$ cat src/hw/eor_pkg.sv
//------------------------------------------------------------------------------
// Purpose: Constants, types and register map of the expansion output routing
// Assumes: APB slave, 32-bit data, one register per aligned word
// Notes:   Gain is unsigned fixed point with 12 fraction bits
//------------------------------------------------------------------------------
package eor_pkg;

	//--------------------------------------------------------------------------
	// Register byte offsets
	//--------------------------------------------------------------------------
	localparam logic [7:0]  OFS_CTRL       = 8'h00;
	localparam logic [7:0]  OFS_AO3_TYPE   = 8'h04;
	localparam logic [7:0]  OFS_AO4_GAIN   = 8'h08;
	localparam logic [7:0]  OFS_AO4_SRC    = 8'h0c;
	localparam logic [7:0]  OFS_DOUT_CFG   = 8'h10;
	localparam logic [7:0]  OFS_ARM_AMPS   = 8'h14;
	localparam logic [7:0]  OFS_MAX_CUR    = 8'h18;
	localparam logic [7:0]  OFS_TOP_SPEED  = 8'h1c;
	localparam logic [7:0]  OFS_ARM_VOLTS  = 8'h20;
	localparam logic [7:0]  OFS_FIELD_AMPS = 8'h24;
	localparam logic [7:0]  OFS_STATUS     = 8'h28;
	localparam logic [7:0]  OFS_AO4_LEVEL  = 8'h2c;

	//--------------------------------------------------------------------------
	// Field positions
	//--------------------------------------------------------------------------
	localparam int unsigned INIT_DONE_BIT  = 0;
	localparam int unsigned DO1_SRC_LSB    = 0;
	localparam int unsigned DO2_SRC_LSB    = 2;
	localparam int unsigned DO1_NC_BIT     = 4;
	localparam int unsigned DO2_NC_BIT     = 5;

	//--------------------------------------------------------------------------
	// Reset values and limits
	//--------------------------------------------------------------------------
	localparam logic [1:0]  AO3_TYPE_RST   = 2'h1;
	localparam logic [15:0] GAIN_MIN       = 16'h0800;
	localparam logic [15:0] GAIN_MAX       = 16'h14cd;
	localparam logic [15:0] GAIN_RST       = 16'h1000;
	localparam int unsigned GAIN_FRAC      = 12;
	localparam logic [4:0]  SRC_MAX        = 5'h16;
	localparam logic [4:0]  SRC_RST        = 5'h00;
	localparam logic [1:0]  DO1_SRC_RST    = 2'h0;
	localparam logic [1:0]  DO2_SRC_RST    = 2'h1;
	localparam logic [15:0] RATING_RST     = 16'h0001;
	localparam logic [15:0] OUTER_FS       = 16'h0fff;
	localparam logic [6:0]  PCT_SCALE      = 7'h64;
	localparam logic [11:0] AO_MAX         = 12'h7ff;

	//--------------------------------------------------------------------------
	// Analog output 4 source codes
	//--------------------------------------------------------------------------
	localparam logic [4:0]  SRC_CUR_FDBK   = 5'h00;
	localparam logic [4:0]  SRC_CUR_REF    = 5'h01;
	localparam logic [4:0]  SRC_CUR_ERR    = 5'h02;
	localparam logic [4:0]  SRC_SPD_OUT    = 5'h06;
	localparam logic [4:0]  SRC_ARM_VOLT   = 5'h0b;
	localparam logic [4:0]  SRC_ZERO       = 5'h0e;
	localparam logic [4:0]  SRC_FULL       = 5'h0f;
	localparam logic [4:0]  SRC_POWER      = 5'h10;
	localparam logic [4:0]  SRC_OUTER_REF  = 5'h11;
	localparam logic [4:0]  SRC_OUTER_RAMP = 5'h12;
	localparam logic [4:0]  SRC_OUTER_FDBK = 5'h13;
	localparam logic [4:0]  SRC_FIELD_REF  = 5'h15;
	localparam logic [4:0]  SRC_FIELD_FDBK = 5'h16;

	//--------------------------------------------------------------------------
	// Scaling arithmetic widths and timing
	//--------------------------------------------------------------------------
	localparam int unsigned NUM_W          = 56;
	localparam int unsigned DEN_W          = 60;
	localparam logic [5:0]  DIV_STEPS      = 6'h37;

	//--------------------------------------------------------------------------
	// Types
	//--------------------------------------------------------------------------
	typedef enum logic [1:0] {
		ST_LOAD = 2'b00,
		ST_DIV  = 2'b01,
		ST_SAT  = 2'b11,
		ST_DONE = 2'b10
	} eor_state_type;

	typedef struct packed {
		logic [1:0]  ao3_type;
		logic [15:0] ao4_gain;
		logic [4:0]  ao4_src;
		logic [1:0]  do1_src;
		logic [1:0]  do2_src;
		logic        do1_nc;
		logic        do2_nc;
	} eor_cfg_type;

	typedef struct packed {
		logic [15:0] arm_amps;
		logic [15:0] max_cur_pct;
		logic [15:0] top_speed;
		logic [15:0] arm_volts;
		logic [15:0] field_amps;
	} eor_rating_type;

	typedef struct packed {
		logic drive_ready;
		logic in_cur_limit;
		logic monitor2;
		logic monitor1;
	} eor_dsrc_type;

	typedef logic [22:0][15:0] eor_asrc_type;

endpackage : eor_pkg

$ cat src/hw/eor_output_routing.sv
//------------------------------------------------------------------------------
// Purpose: Expansion board output routing: analog out 3 type, analog out 4
//          source, scaling and gain, two relay contacts with polarity
// Assumes: Source signals come from logic on pclk; APB master on pclk
// Notes:   Analog out 4 refreshes about every 60 cycles
//------------------------------------------------------------------------------
// How it works
// - Two-bit analog out 3 type, default one
// - Analog out 4 gain 0.5 to 1.3, default 1
// - Route one of 23 sources to analog out 4
// - Output maximum exactly at source full scale
// - Current sources scale by amps times percent
// - Speed sources scale by top speed
// - Armature voltage scales by rated volts
// - Power scales by volts, amps, percent
// - Field sources scale by rated field amps
// - Outer loop sources scale by 4095
// - Digital out 1 picks one of four flags
// - Digital out 2 same choices, default one
// - Digital out 1 polarity bit, default open
// - Digital out 2 polarity bit, default open
// - Digital out 1 contact follows signal, polarity
// - Digital out 2 contact follows signal, polarity
// - Contacts open until initialization completes
`timescale 1ns/100ps

module eor_output_routing
	import eor_pkg::*;
(
	input  wire logic                pclk,          // Bus and core clock
	input  wire logic                presetn,       // Async reset, low
	input  wire logic                ce,            // Clock enable
	input  wire logic                psel,          // APB select
	input  wire logic                penable,       // APB access phase
	input  wire logic                pwrite,        // APB write
	input  wire logic [7:0]          paddr,         // APB byte address
	input  wire logic [31:0]         pwdata,        // APB write data
	output logic      [31:0]         prdata,        // APB read data
	output logic                     pready,        // APB ready
	output logic                     pslverr,       // APB error
	input  wire eor_asrc_type        analog_src,    // 23 signed sources
	input  wire eor_dsrc_type        digital_src,   // Contact flags
	output logic      [1:0]          ao3_type,      // Analog out 3 type
	output logic signed [11:0]       ao4_level,     // Analog out 4 level
	output logic                     ao4_saturated, // Gain clipped output
	output logic                     dout1_closed,  // Contact 1 closed
	output logic                     dout2_closed   // Contact 2 closed
);

	//--------------------------------------------------------------------------
	// Functions
	//--------------------------------------------------------------------------
	function automatic logic in_range(input logic [31:0] v, input logic [31:0] lo,
		input logic [31:0] hi);
		in_range = (v >= lo) && (v <= hi);
	endfunction : in_range

	function automatic logic pick_flag(input logic [1:0] sel, input eor_dsrc_type f);
		logic r;
		r = 1'b0;
		case (sel)
			2'h0:    r = f.monitor1;
			2'h1:    r = f.monitor2;
			2'h2:    r = f.in_cur_limit;
			default: r = f.drive_ready;
		endcase
		pick_flag = r;
	endfunction : pick_flag

	function automatic logic is_mapped(input logic [7:0] a);
		is_mapped = (a[1:0] == 2'h0) && (a <= OFS_AO4_LEVEL);
	endfunction : is_mapped

	//--------------------------------------------------------------------------
	// Declarations
	//--------------------------------------------------------------------------
	eor_cfg_type                cfg_reg;
	eor_rating_type             rating_reg;
	logic                       init_done_reg;
	logic                       pready_reg;
	logic                       pslverr_reg;
	logic [31:0]                prdata_reg;
	logic [31:0]                rd_next;
	logic                       wr_go;
	logic                       rd_go;
	logic                       dout1_reg;
	logic                       dout2_reg;
	eor_state_type              state_reg;
	logic [5:0]                 step_reg;
	logic [NUM_W-1:0]           num_reg;
	logic [DEN_W-1:0]           den_reg;
	logic [DEN_W-1:0]           rem_reg;
	logic [NUM_W-1:0]           quo_reg;
	logic                       neg_reg;
	logic [11:0]                mag_reg;
	logic                       sat_reg;
	logic signed [11:0]         level_reg;
	logic                       level_sat_reg;
	logic [15:0]                src_abs;
	logic                       src_neg;
	logic [47:0]                fs_next;
	logic [6:0]                 mult_next;
	logic [NUM_W-1:0]           num_next;
	logic [DEN_W:0]             trial;

	//--------------------------------------------------------------------------
	// APB handshake
	//--------------------------------------------------------------------------
	// One wait state: ready rises in the second access cycle
	assign wr_go = psel && penable && pready_reg && pwrite;
	assign rd_go = psel && penable && !pready_reg && !pwrite;

	always_ff @(posedge pclk or negedge presetn) begin
		if (!presetn) begin
			pready_reg  <= 1'b0;
			pslverr_reg <= 1'b0;
		end else if (ce) begin
			pready_reg  <= psel && penable && !pready_reg;
			pslverr_reg <= psel && penable && !pready_reg && !is_mapped(paddr);
		end
	end

	// Read data is captured on the same edge that raises ready
	always_comb begin
		rd_next = 32'h0000_0000;
		case (paddr)
			OFS_CTRL:       rd_next[INIT_DONE_BIT] = init_done_reg;
			OFS_AO3_TYPE:   rd_next[1:0] = cfg_reg.ao3_type;
			OFS_AO4_GAIN:   rd_next[15:0] = cfg_reg.ao4_gain;
			OFS_AO4_SRC:    rd_next[4:0] = cfg_reg.ao4_src;
			OFS_DOUT_CFG: begin
				rd_next[DO1_SRC_LSB +: 2] = cfg_reg.do1_src;
				rd_next[DO2_SRC_LSB +: 2] = cfg_reg.do2_src;
				rd_next[DO1_NC_BIT]       = cfg_reg.do1_nc;
				rd_next[DO2_NC_BIT]       = cfg_reg.do2_nc;
			end
			OFS_ARM_AMPS:   rd_next[15:0] = rating_reg.arm_amps;
			OFS_MAX_CUR:    rd_next[15:0] = rating_reg.max_cur_pct;
			OFS_TOP_SPEED:  rd_next[15:0] = rating_reg.top_speed;
			OFS_ARM_VOLTS:  rd_next[15:0] = rating_reg.arm_volts;
			OFS_FIELD_AMPS: rd_next[15:0] = rating_reg.field_amps;
			OFS_STATUS:     rd_next[2:0] = {level_sat_reg, dout2_reg, dout1_reg};
			OFS_AO4_LEVEL:  rd_next[11:0] = level_reg;
			default:        rd_next = 32'h0000_0000;
		endcase
	end

	always_ff @(posedge pclk or negedge presetn) begin
		if (!presetn) begin
			prdata_reg <= 32'h0000_0000;
		end else if (ce && rd_go) begin
			prdata_reg <= rd_next;
		end
	end

	//--------------------------------------------------------------------------
	// Configuration registers
	//--------------------------------------------------------------------------
	// Bad codes keep the old value so a typo cannot select a bogus source
	always_ff @(posedge pclk or negedge presetn) begin
		if (!presetn) begin
			cfg_reg.ao3_type <= AO3_TYPE_RST;
			cfg_reg.ao4_gain <= GAIN_RST;
			cfg_reg.ao4_src  <= SRC_RST;
			cfg_reg.do1_src  <= DO1_SRC_RST;
			cfg_reg.do2_src  <= DO2_SRC_RST;
			cfg_reg.do1_nc   <= 1'b0;
			cfg_reg.do2_nc   <= 1'b0;
			init_done_reg    <= 1'b0;
		end else if (ce && wr_go) begin
			case (paddr)
				OFS_CTRL: begin
					init_done_reg <= pwdata[INIT_DONE_BIT];
				end
				OFS_AO3_TYPE: begin
					if (in_range(pwdata, 32'h0, 32'h3)) begin
						cfg_reg.ao3_type <= pwdata[1:0];
					end
				end
				OFS_AO4_GAIN: begin
					if (in_range(pwdata, {16'h0, GAIN_MIN}, {16'h0, GAIN_MAX})) begin
						cfg_reg.ao4_gain <= pwdata[15:0];
					end
				end
				OFS_AO4_SRC: begin
					if (in_range(pwdata, 32'h0, {27'h0, SRC_MAX})) begin
						cfg_reg.ao4_src <= pwdata[4:0];
					end
				end
				OFS_DOUT_CFG: begin
					if (in_range(pwdata, 32'h0, 32'h3f)) begin
						cfg_reg.do1_src <= pwdata[DO1_SRC_LSB +: 2];
						cfg_reg.do2_src <= pwdata[DO2_SRC_LSB +: 2];
						cfg_reg.do1_nc  <= pwdata[DO1_NC_BIT];
						cfg_reg.do2_nc  <= pwdata[DO2_NC_BIT];
					end
				end
				default: begin
				end
			endcase
		end
	end

	//--------------------------------------------------------------------------
	// Motor ratings used as full-scale bases
	//--------------------------------------------------------------------------
	// A zero rating would make full scale zero, so it is refused
	always_ff @(posedge pclk or negedge presetn) begin
		if (!presetn) begin
			rating_reg <= {5{RATING_RST}};
		end else if (ce && wr_go && (pwdata[15:0] != 16'h0000) && (pwdata[31:16] == 16'h0000)) begin
			case (paddr)
				OFS_ARM_AMPS:   rating_reg.arm_amps    <= pwdata[15:0];
				OFS_MAX_CUR:    rating_reg.max_cur_pct <= pwdata[15:0];
				OFS_TOP_SPEED:  rating_reg.top_speed   <= pwdata[15:0];
				OFS_ARM_VOLTS:  rating_reg.arm_volts   <= pwdata[15:0];
				OFS_FIELD_AMPS: rating_reg.field_amps  <= pwdata[15:0];
				default: begin
				end
			endcase
		end
	end

	//--------------------------------------------------------------------------
	// Source selection and full scale
	//--------------------------------------------------------------------------
	// Divide-by-100 terms move into the numerator to stay exact
	always_comb begin
		src_abs   = analog_src[cfg_reg.ao4_src][15] ?
			16'(-analog_src[cfg_reg.ao4_src]) : analog_src[cfg_reg.ao4_src];
		src_neg   = analog_src[cfg_reg.ao4_src][15];
		fs_next   = {32'h0, rating_reg.top_speed};
		mult_next = 7'h01;
		case (cfg_reg.ao4_src)
			SRC_CUR_FDBK, SRC_CUR_REF, SRC_CUR_ERR, SRC_SPD_OUT: begin
				fs_next   = 48'(rating_reg.arm_amps) * 48'(rating_reg.max_cur_pct);
				mult_next = PCT_SCALE;
			end
			SRC_ARM_VOLT: begin
				fs_next = {32'h0, rating_reg.arm_volts};
			end
			SRC_POWER: begin
				fs_next   = 48'(rating_reg.arm_volts) * 48'(rating_reg.arm_amps) * 48'(rating_reg.max_cur_pct);
				mult_next = PCT_SCALE;
			end
			SRC_FIELD_REF, SRC_FIELD_FDBK: begin
				fs_next = {32'h0, rating_reg.field_amps};
			end
			SRC_OUTER_REF, SRC_OUTER_RAMP, SRC_OUTER_FDBK: begin
				fs_next = {32'h0, OUTER_FS};
			end
			SRC_ZERO: begin
				src_abs = 16'h0000;
				src_neg = 1'b0;
				fs_next = 48'h1;
			end
			SRC_FULL: begin
				src_abs = 16'h0001;
				src_neg = 1'b0;
				fs_next = 48'h1;
			end
			default: begin
			end
		endcase
		// Output = |src| * max * gain / full scale
		num_next = NUM_W'(src_abs) * NUM_W'(AO_MAX) * NUM_W'(mult_next) * NUM_W'(cfg_reg.ao4_gain);
	end

	//--------------------------------------------------------------------------
	// Scaling state machine
	//--------------------------------------------------------------------------
	// Bit-serial divider: slow, but far smaller than a wide array divider
	assign trial = {rem_reg, num_reg[NUM_W-1]};

	always_ff @(posedge pclk or negedge presetn) begin
		if (!presetn) begin
			state_reg <= ST_LOAD;
			step_reg  <= 6'h00;
			num_reg   <= '0;
			den_reg   <= '0;
			rem_reg   <= '0;
			quo_reg   <= '0;
			neg_reg   <= 1'b0;
			mag_reg   <= 12'h000;
			sat_reg   <= 1'b0;
		end else if (ce) begin
			case (state_reg)
				ST_LOAD: begin
					num_reg   <= num_next;
					den_reg   <= DEN_W'({fs_next, 12'h000});
					rem_reg   <= '0;
					quo_reg   <= '0;
					neg_reg   <= src_neg;
					step_reg  <= DIV_STEPS;
					state_reg <= ST_DIV;
				end
				ST_DIV: begin
					if (trial >= {1'b0, den_reg}) begin
						rem_reg <= DEN_W'(trial - {1'b0, den_reg});
						quo_reg <= {quo_reg[NUM_W-2:0], 1'b1};
					end else begin
						rem_reg <= trial[DEN_W-1:0];
						quo_reg <= {quo_reg[NUM_W-2:0], 1'b0};
					end
					num_reg  <= {num_reg[NUM_W-2:0], 1'b0};
					step_reg <= step_reg - 6'h01;
					if (step_reg == 6'h00) begin
						state_reg <= ST_SAT;
					end
				end
				ST_SAT: begin
					// Clip rather than wrap when gain pushes past maximum
					if (quo_reg > {{(NUM_W-12){1'b0}}, AO_MAX}) begin
						mag_reg <= AO_MAX;
						sat_reg <= 1'b1;
					end else begin
						mag_reg <= quo_reg[11:0];
						sat_reg <= 1'b0;
					end
					state_reg <= ST_DONE;
				end
				ST_DONE: begin
					state_reg <= ST_LOAD;
				end
				default: begin
					state_reg <= ST_LOAD;
				end
			endcase
		end
	end

	// Signed level is published only once a conversion is complete
	always_ff @(posedge pclk or negedge presetn) begin
		if (!presetn) begin
			level_reg     <= 12'sh000;
			level_sat_reg <= 1'b0;
		end else if (ce && (state_reg == ST_DONE)) begin
			level_reg     <= neg_reg ? 12'(-mag_reg) : mag_reg;
			level_sat_reg <= sat_reg;
		end
	end

	//--------------------------------------------------------------------------
	// Relay contacts
	//--------------------------------------------------------------------------
	// Held open until software marks initialization done
	always_ff @(posedge pclk or negedge presetn) begin
		if (!presetn) begin
			dout1_reg <= 1'b0;
			dout2_reg <= 1'b0;
		end else if (ce) begin
			dout1_reg <= init_done_reg && (pick_flag(cfg_reg.do1_src, digital_src) ^ cfg_reg.do1_nc);
			dout2_reg <= init_done_reg && (pick_flag(cfg_reg.do2_src, digital_src) ^ cfg_reg.do2_nc);
		end
	end

	//--------------------------------------------------------------------------
	// Outputs
	//--------------------------------------------------------------------------
	assign prdata        = prdata_reg;
	assign pready        = pready_reg;
	assign pslverr       = pslverr_reg;
	assign ao3_type      = cfg_reg.ao3_type;
	assign ao4_level     = level_reg;
	assign ao4_saturated = level_sat_reg;
	assign dout1_closed  = dout1_reg;
	assign dout2_closed  = dout2_reg;

endmodule : eor_output_routing

$ cat config.mk
export PLATFORM = sky130hd
export DESIGN_NAME = eor_output_routing
export DESIGN_NICKNAME = d
export VERILOG_FILES = /design/src/hw/eor_pkg.sv /design/src/hw/eor_output_routing.sv
export SDC_FILE = /design/constraint.sdc
export NUM_CORES = 2
export LEC_CHECK = 0
export BUFFER_PORTS_ARGS = -buffer_cell sky130_fd_sc_hd__buf_4
export CAP_MARGIN = 20
export CORE_MARGIN = 3
export CORE_UTILIZATION = 36
export CTS_CLUSTER_DIAMETER = 100
export DETAILED_ROUTE_END_ITERATION = 8
export SLEW_MARGIN = 20
export SYNTH_ARGS = -nofsm -noshare
export SYNTH_HDL_FRONTEND = slang
export SYNTH_SLANG_ARGS = --single-unit
$ cat constraint.sdc
create_clock -name pclk -period 26 [get_ports pclk]
set_clock_uncertainty 0.2 [all_clocks]
set_input_delay 6.5 -clock pclk [delete_from_list [all_inputs] [get_ports pclk]]
set_output_delay 6.5 -clock pclk [all_outputs]
set_load 0.02 [all_outputs]
==> run summary <==
The maximum fanout along the worst path came out at 16. The via-per-instance ratio came out at 5.350. The count of H-tree levels built during CTS came out at 2. The vias after detailed routing is 64880.

The half-perimeter wire length after detailed placement is 221.8 mm. The effective utilization at floorplan is 0.3629. The run finished with clean final reports. The share of cells above drive strength 1 is 0.1037. The power density relative to cell area came out at 31.06 mW/mm^2.

The count of hold buffers inserted by post-cts repair is 0. The number of clock sinks is 385. The critical path startpoint category is an input port. The area of the multi-input gates came out at 0.06300 mm^2. The number of hold violations in the final report came out at 0. In the global route stage, met2 resource usage came out at 0.4405. The endpoint of the worst hold-timing path is num_reg[2].

The via count of the first global-routing pass came to 71170. The highest ir drop seen on vdd came out at 0.06853 mV. The number of buffers on the longest clock path came out at 3.

The first routing iteration left 4328 violations. The end of the worst register-to-register path is num_reg[42]. The relative contribution of combinational cells to total power came out at 0.473.

The number of warnings issued by yosys is 0. For this run, global-route usage on met3 was measured as 0.03825. For this design the top-level I/O count stands at 469. The count of antenna-violating nets left after detailed routing came out at 0.

The register-to-register path setup slack came out at 6.21 ns. The number of enable-type register cells in the synthesized netlist came out at 0. The number of remaining DRC errors is 0. For this run, the detailed router's first-pass iteration total came to 8. The number of antenna violations at the first check in global routing is 22.

The maximum number of pins on one net before global-route repair came out at 93. The total leakage power is 42.03 nW. After floorplanning, the core was divided into 173 placement rows. The quantity of I/O buffers inserted on ports came out at 452.

The global routing met1 resource utilization came out at 0.2788. The total of max-cap violations is 0. The placer's final routability congestion estimate came out at 0.9460. The width of the die came out at 479.9 um.

Counting instances, the worst hold path has a depth of 2. In this run the tightest slew margin relative to its limit is 0.2577. The peak clock frequency supported by timing came out at 41.90 MHz.

The actual transition at the worst max-transition pin is 1.108 ns. TritonCTS built the clock tree. The number of max-slew violations in the final report is 0. In this run the worst hold path is classified as reg -> reg. Clock-pin slew was measured on the worst setup and hold paths at 0.06 ns. The die outline area is 0.2303 mm^2. The mean area per synthesized cell is 9.009 um^2. The primary flip-flop cell chosen by synthesis mapping is sky130_fd_sc_hd__dfrtp_1. The die is 479.9 um tall.

Relative to the synthesized area, the layout overhead comes to 9.561%. The number of setup buffers added after CTS came out at 0. The final period demand of the worst path came out at 23.87 ns. The type of the worst setup path is in -> reg. The data arrival time of the critical path is 24.12 ns. After the last flow step, the layout net total stands at 11590. The synthesized instance count came out at 8973. The final-layout setup total negative slack is 0 ns. The core box area is 0.2227 mm^2. The final instance area is 0.08857 mm^2. In this run the most critical hold path is launched from num_reg[2].

The sequential fraction of the synthesis area came out at 0.1193. The first global-routing pass estimated 432.6 mm of wire. The area taken by flip-flops and latches came out at 0.009671 mm^2.

The number of flip-flops under the largest register name is 80. Clock tree synthesis selected as its root buffer the cell sky130_fd_sc_hd__clkbuf_16. Setup repair after global routing left no endpoint under its margin. The global routing stage identified its most utilized layer as met2. The power share of the sequential group is 0.308. In the final routed layout, each cell accounts on average for 23.11 um. At the later pin of the worst-skew pair, clock insertion delay measures 0.60 ns. The distinct cell type count of the synthesized netlist came out at 97.

The slowest stage of the critical path belongs to the cell sky130_fd_sc_hd__nor4_1. In this run the critical register-to-register path is launched from cfg_reg[6]. The total congestion overflow came out at 0. The worst setup path is captured at a register.

The switching share of power came out at 0.4216. The internal power summed over all cells came out at 1.591 mW. Clock tree synthesis inserted a total of 40 buffers. The length in cells of the worst reg-to-reg path is 65. The share of the clock period used by the worst path after layout came out at 0.9180. The overall global routing resource usage is 0.2453.

For this design the total switching power over the nets is 1.160 mW. The number of flip-flops and latches in the synthesized netlist came out at 385. The final number of setup-violating endpoints is 0.

The quantity of gates resized following cts is 0. The area after detailed placement is 0.08721 mm^2. The critical path required time came out at 26.25 ns. The proportion of synthesized flip-flops having asynchronous set or reset is 1.000. The share of total power dissipated in the clock network is 0.219. The area of the mapped netlist is 0.08084 mm^2. The post-detailed-routing wire length came out at 280.2 mm.

The count of filler cells inserted in the layout is 22190. By instance count, the cell type seen most on the critical path is sky130_fd_sc_hd__fa_1. The delay of the slowest cell on the worst path came out at 0.91 ns.
==> critical path: cells and delay by family <==
family	cells	cell delay, ns
AOI/OAI and AO/OA	18	4.47
xor gates and xnor gates	4	0.69
adders and majority gates	17	8.04
buffers and inverters	12	0.93
muxes	1	0.46
and+or+nand+nor	11	3.01
==> per-layer routing <==
metal  wire [um]  share of wire
met1      102900           0.37
met2      141500           0.50
met3       18090          0.065
met4       17730          0.063
met5          48        0.00017
==> Yosys cell counts, types with 22 or more instances <==
master / count / share of area
sky130_fd_sc_hd__a221oi_1: 29 / 0.0031
sky130_fd_sc_hd__nor3_1: 47 / 0.0029
sky130_fd_sc_hd__and3_1: 74 / 0.0057
sky130_fd_sc_hd__buf_2: 25 / 0.0015
sky130_fd_sc_hd__xnor2_1: 168 / 0.018
sky130_fd_sc_hd__fa_1: 1392 / 0.34
sky130_fd_sc_hd__a22oi_1: 33 / 0.0031
sky130_fd_sc_hd__o21ai_0: 255 / 0.016
sky130_fd_sc_hd__ha_1: 660 / 0.10
sky130_fd_sc_hd__a31oi_1: 45 / 0.0035
sky130_fd_sc_hd__xor2_1: 79 / 0.0086
sky130_fd_sc_hd__nor2_1: 234 / 0.011
sky130_fd_sc_hd__o22ai_1: 30 / 0.0023
sky130_fd_sc_hd__inv_1: 1663 / 0.077
sky130_fd_sc_hd__nand2_1: 1338 / 0.062
sky130_fd_sc_hd__mux2i_1: 89 / 0.011
sky130_fd_sc_hd__o31ai_1: 22 / 0.0020
sky130_fd_sc_hd__mux4_2: 71 / 0.020
sky130_fd_sc_hd__dfrtp_1: 377 / 0.12
sky130_fd_sc_hd__and2_1: 479 / 0.037
sky130_fd_sc_hd__o21bai_1: 43 / 0.0040
sky130_fd_sc_hd__a222oi_1: 26 / 0.0032
sky130_fd_sc_hd__nor2b_1: 62 / 0.0048
sky130_fd_sc_hd__nand3_1: 76 / 0.0047
sky130_fd_sc_hd__clkbuf_1: 444 / 0.021
sky130_fd_sc_hd__nand4_1: 43 / 0.0033
sky130_fd_sc_hd__o211ai_1: 35 / 0.0033
sky130_fd_sc_hd__a21oi_1: 309 / 0.019
sky130_fd_sc_hd__a22o_1: 76 / 0.0082
sky130_fd_sc_hd__a211oi_1: 35 / 0.0033
sky130_fd_sc_hd__buf_4: 28 / 0.0026
sky130_fd_sc_hd__mux2_2: 108 / 0.015
sky130_fd_sc_hd__a21o_1: 136 / 0.013
sky130_fd_sc_hd__nor4_1: 28 / 0.0022
sky130_fd_sc_hd__o21a_1: 32 / 0.0030
sky130_fd_sc_hd__nand2b_1: 66 / 0.0051
==> through the flow <==
stage	utilization	total power [mW]	setup WS [ns]	hold WS, ns	instances
after floorplan	-	1.727	3.922	0.2412	8991
after global placement	0.3915	2.124	1.658	0.2604	12050
after detailed placement	0.3915	2.138	1.490	0.2706	12050
after CTS	0.3974	2.749	2.101	0.2844	12120
after global routing	0.3976	2.923	1.103	0.2966	12120
final	0.3976	2.751	2.132	0.2836	12130
==> placed cells by master (no fill, tap or decap), types with 30 or more instances in the layout <==
master,synthesis,final
sky130_fd_sc_hd__dfrtp_1,377,362
sky130_fd_sc_hd__o211ai_1,35,35
sky130_fd_sc_hd__mux2_2,108,108
sky130_fd_sc_hd__a22o_1,76,76
sky130_fd_sc_hd__a211oi_1,35,35
sky130_fd_sc_hd__a22oi_1,33,33
sky130_fd_sc_hd__a31oi_1,45,45
sky130_fd_sc_hd__a21oi_1,309,309
sky130_fd_sc_hd__o22ai_1,30,30
sky130_fd_sc_hd__a21o_1,136,136
sky130_fd_sc_hd__nand4_1,43,43
sky130_fd_sc_hd__nor3_1,47,46
sky130_fd_sc_hd__clkbuf_16,0,42
sky130_fd_sc_hd__and3_1,74,74
sky130_fd_sc_hd__ha_1,660,660
sky130_fd_sc_hd__nor2b_1,62,60
sky130_fd_sc_hd__and2_1,479,478
sky130_fd_sc_hd__nand2b_1,66,65
sky130_fd_sc_hd__xnor2_1,168,162
sky130_fd_sc_hd__xor2_1,79,73
sky130_fd_sc_hd__nor2_1,234,225
sky130_fd_sc_hd__mux2i_1,89,89
sky130_fd_sc_hd__o21a_1,32,32
sky130_fd_sc_hd__nand3_1,76,76
sky130_fd_sc_hd__buf_4,28,603
sky130_fd_sc_hd__o21bai_1,43,43
sky130_fd_sc_hd__o21ai_0,255,253
sky130_fd_sc_hd__mux4_2,71,71
sky130_fd_sc_hd__nand2_1,1338,1337
sky130_fd_sc_hd__fa_1,1392,1392
sky130_fd_sc_hd__inv_1,1663,1663
==> power groups by stage <==
stage                     clock (mW)  sequential (mW)  combinational [mW]
after detailed placement           0            0.853                1.29
after global placement             0            0.850                1.27
after floorplan                    0            0.823               0.904
after global routing           0.632            0.863                1.43
after CTS                      0.615            0.844                1.29
final                          0.601            0.848                1.30
==> worst max path at each step <==
stage / to / cells after the start / startpoint / slack (ns)
global placement: num_reg[42] / 63 / analog_src[264] / 1.66
CTS: num_reg[42] / 63 / analog_src[312] / 2.10
global route: num_reg[42] / 64 / analog_src[148] / 1.10
floorplan: num_reg[48] / 66 / analog_src[51] / 3.92
finish: num_reg[42] / 63 / analog_src[312] / 2.13
detailed placement: num_reg[42] / 63 / analog_src[312] / 1.49
==> logic make-up (layout without fill, tap and decap cells) <==
family / count (synthesis) / after routing / share of synthesized area
AND/OR/NAND/NOR: 2527 / 2527 / 0.1463
buffers and inverters: 2187 / 2340 / 0.1045
adder cells (fa/ha/maj): 2052 / 2052 / 0.4469
XOR/XNOR: 247 / 247 / 0.02676
other: 2 / 28 / 0.00009290
multiplexers: 275 / 275 / 0.04812
AO/OA/AOI/OAI: 1298 / 1298 / 0.1081
flip-flops: 385 / 385 / 0.1193
==> final cells by class <==
type / count / share of cell area
multi-input combinational: 6419 / 0.7113
sequential: 385 / 0.1092
inverter: 1665 / 0.07056
timing repair buffer: 607 / 0.05186
tap: 2975 / 0.04203
clock buffer: 57 / 0.01352
clock inverter: 11 / 0.001300
antenna: 8 / 0.0002260
Note: power is estimated with default switching activity, not from simulation.
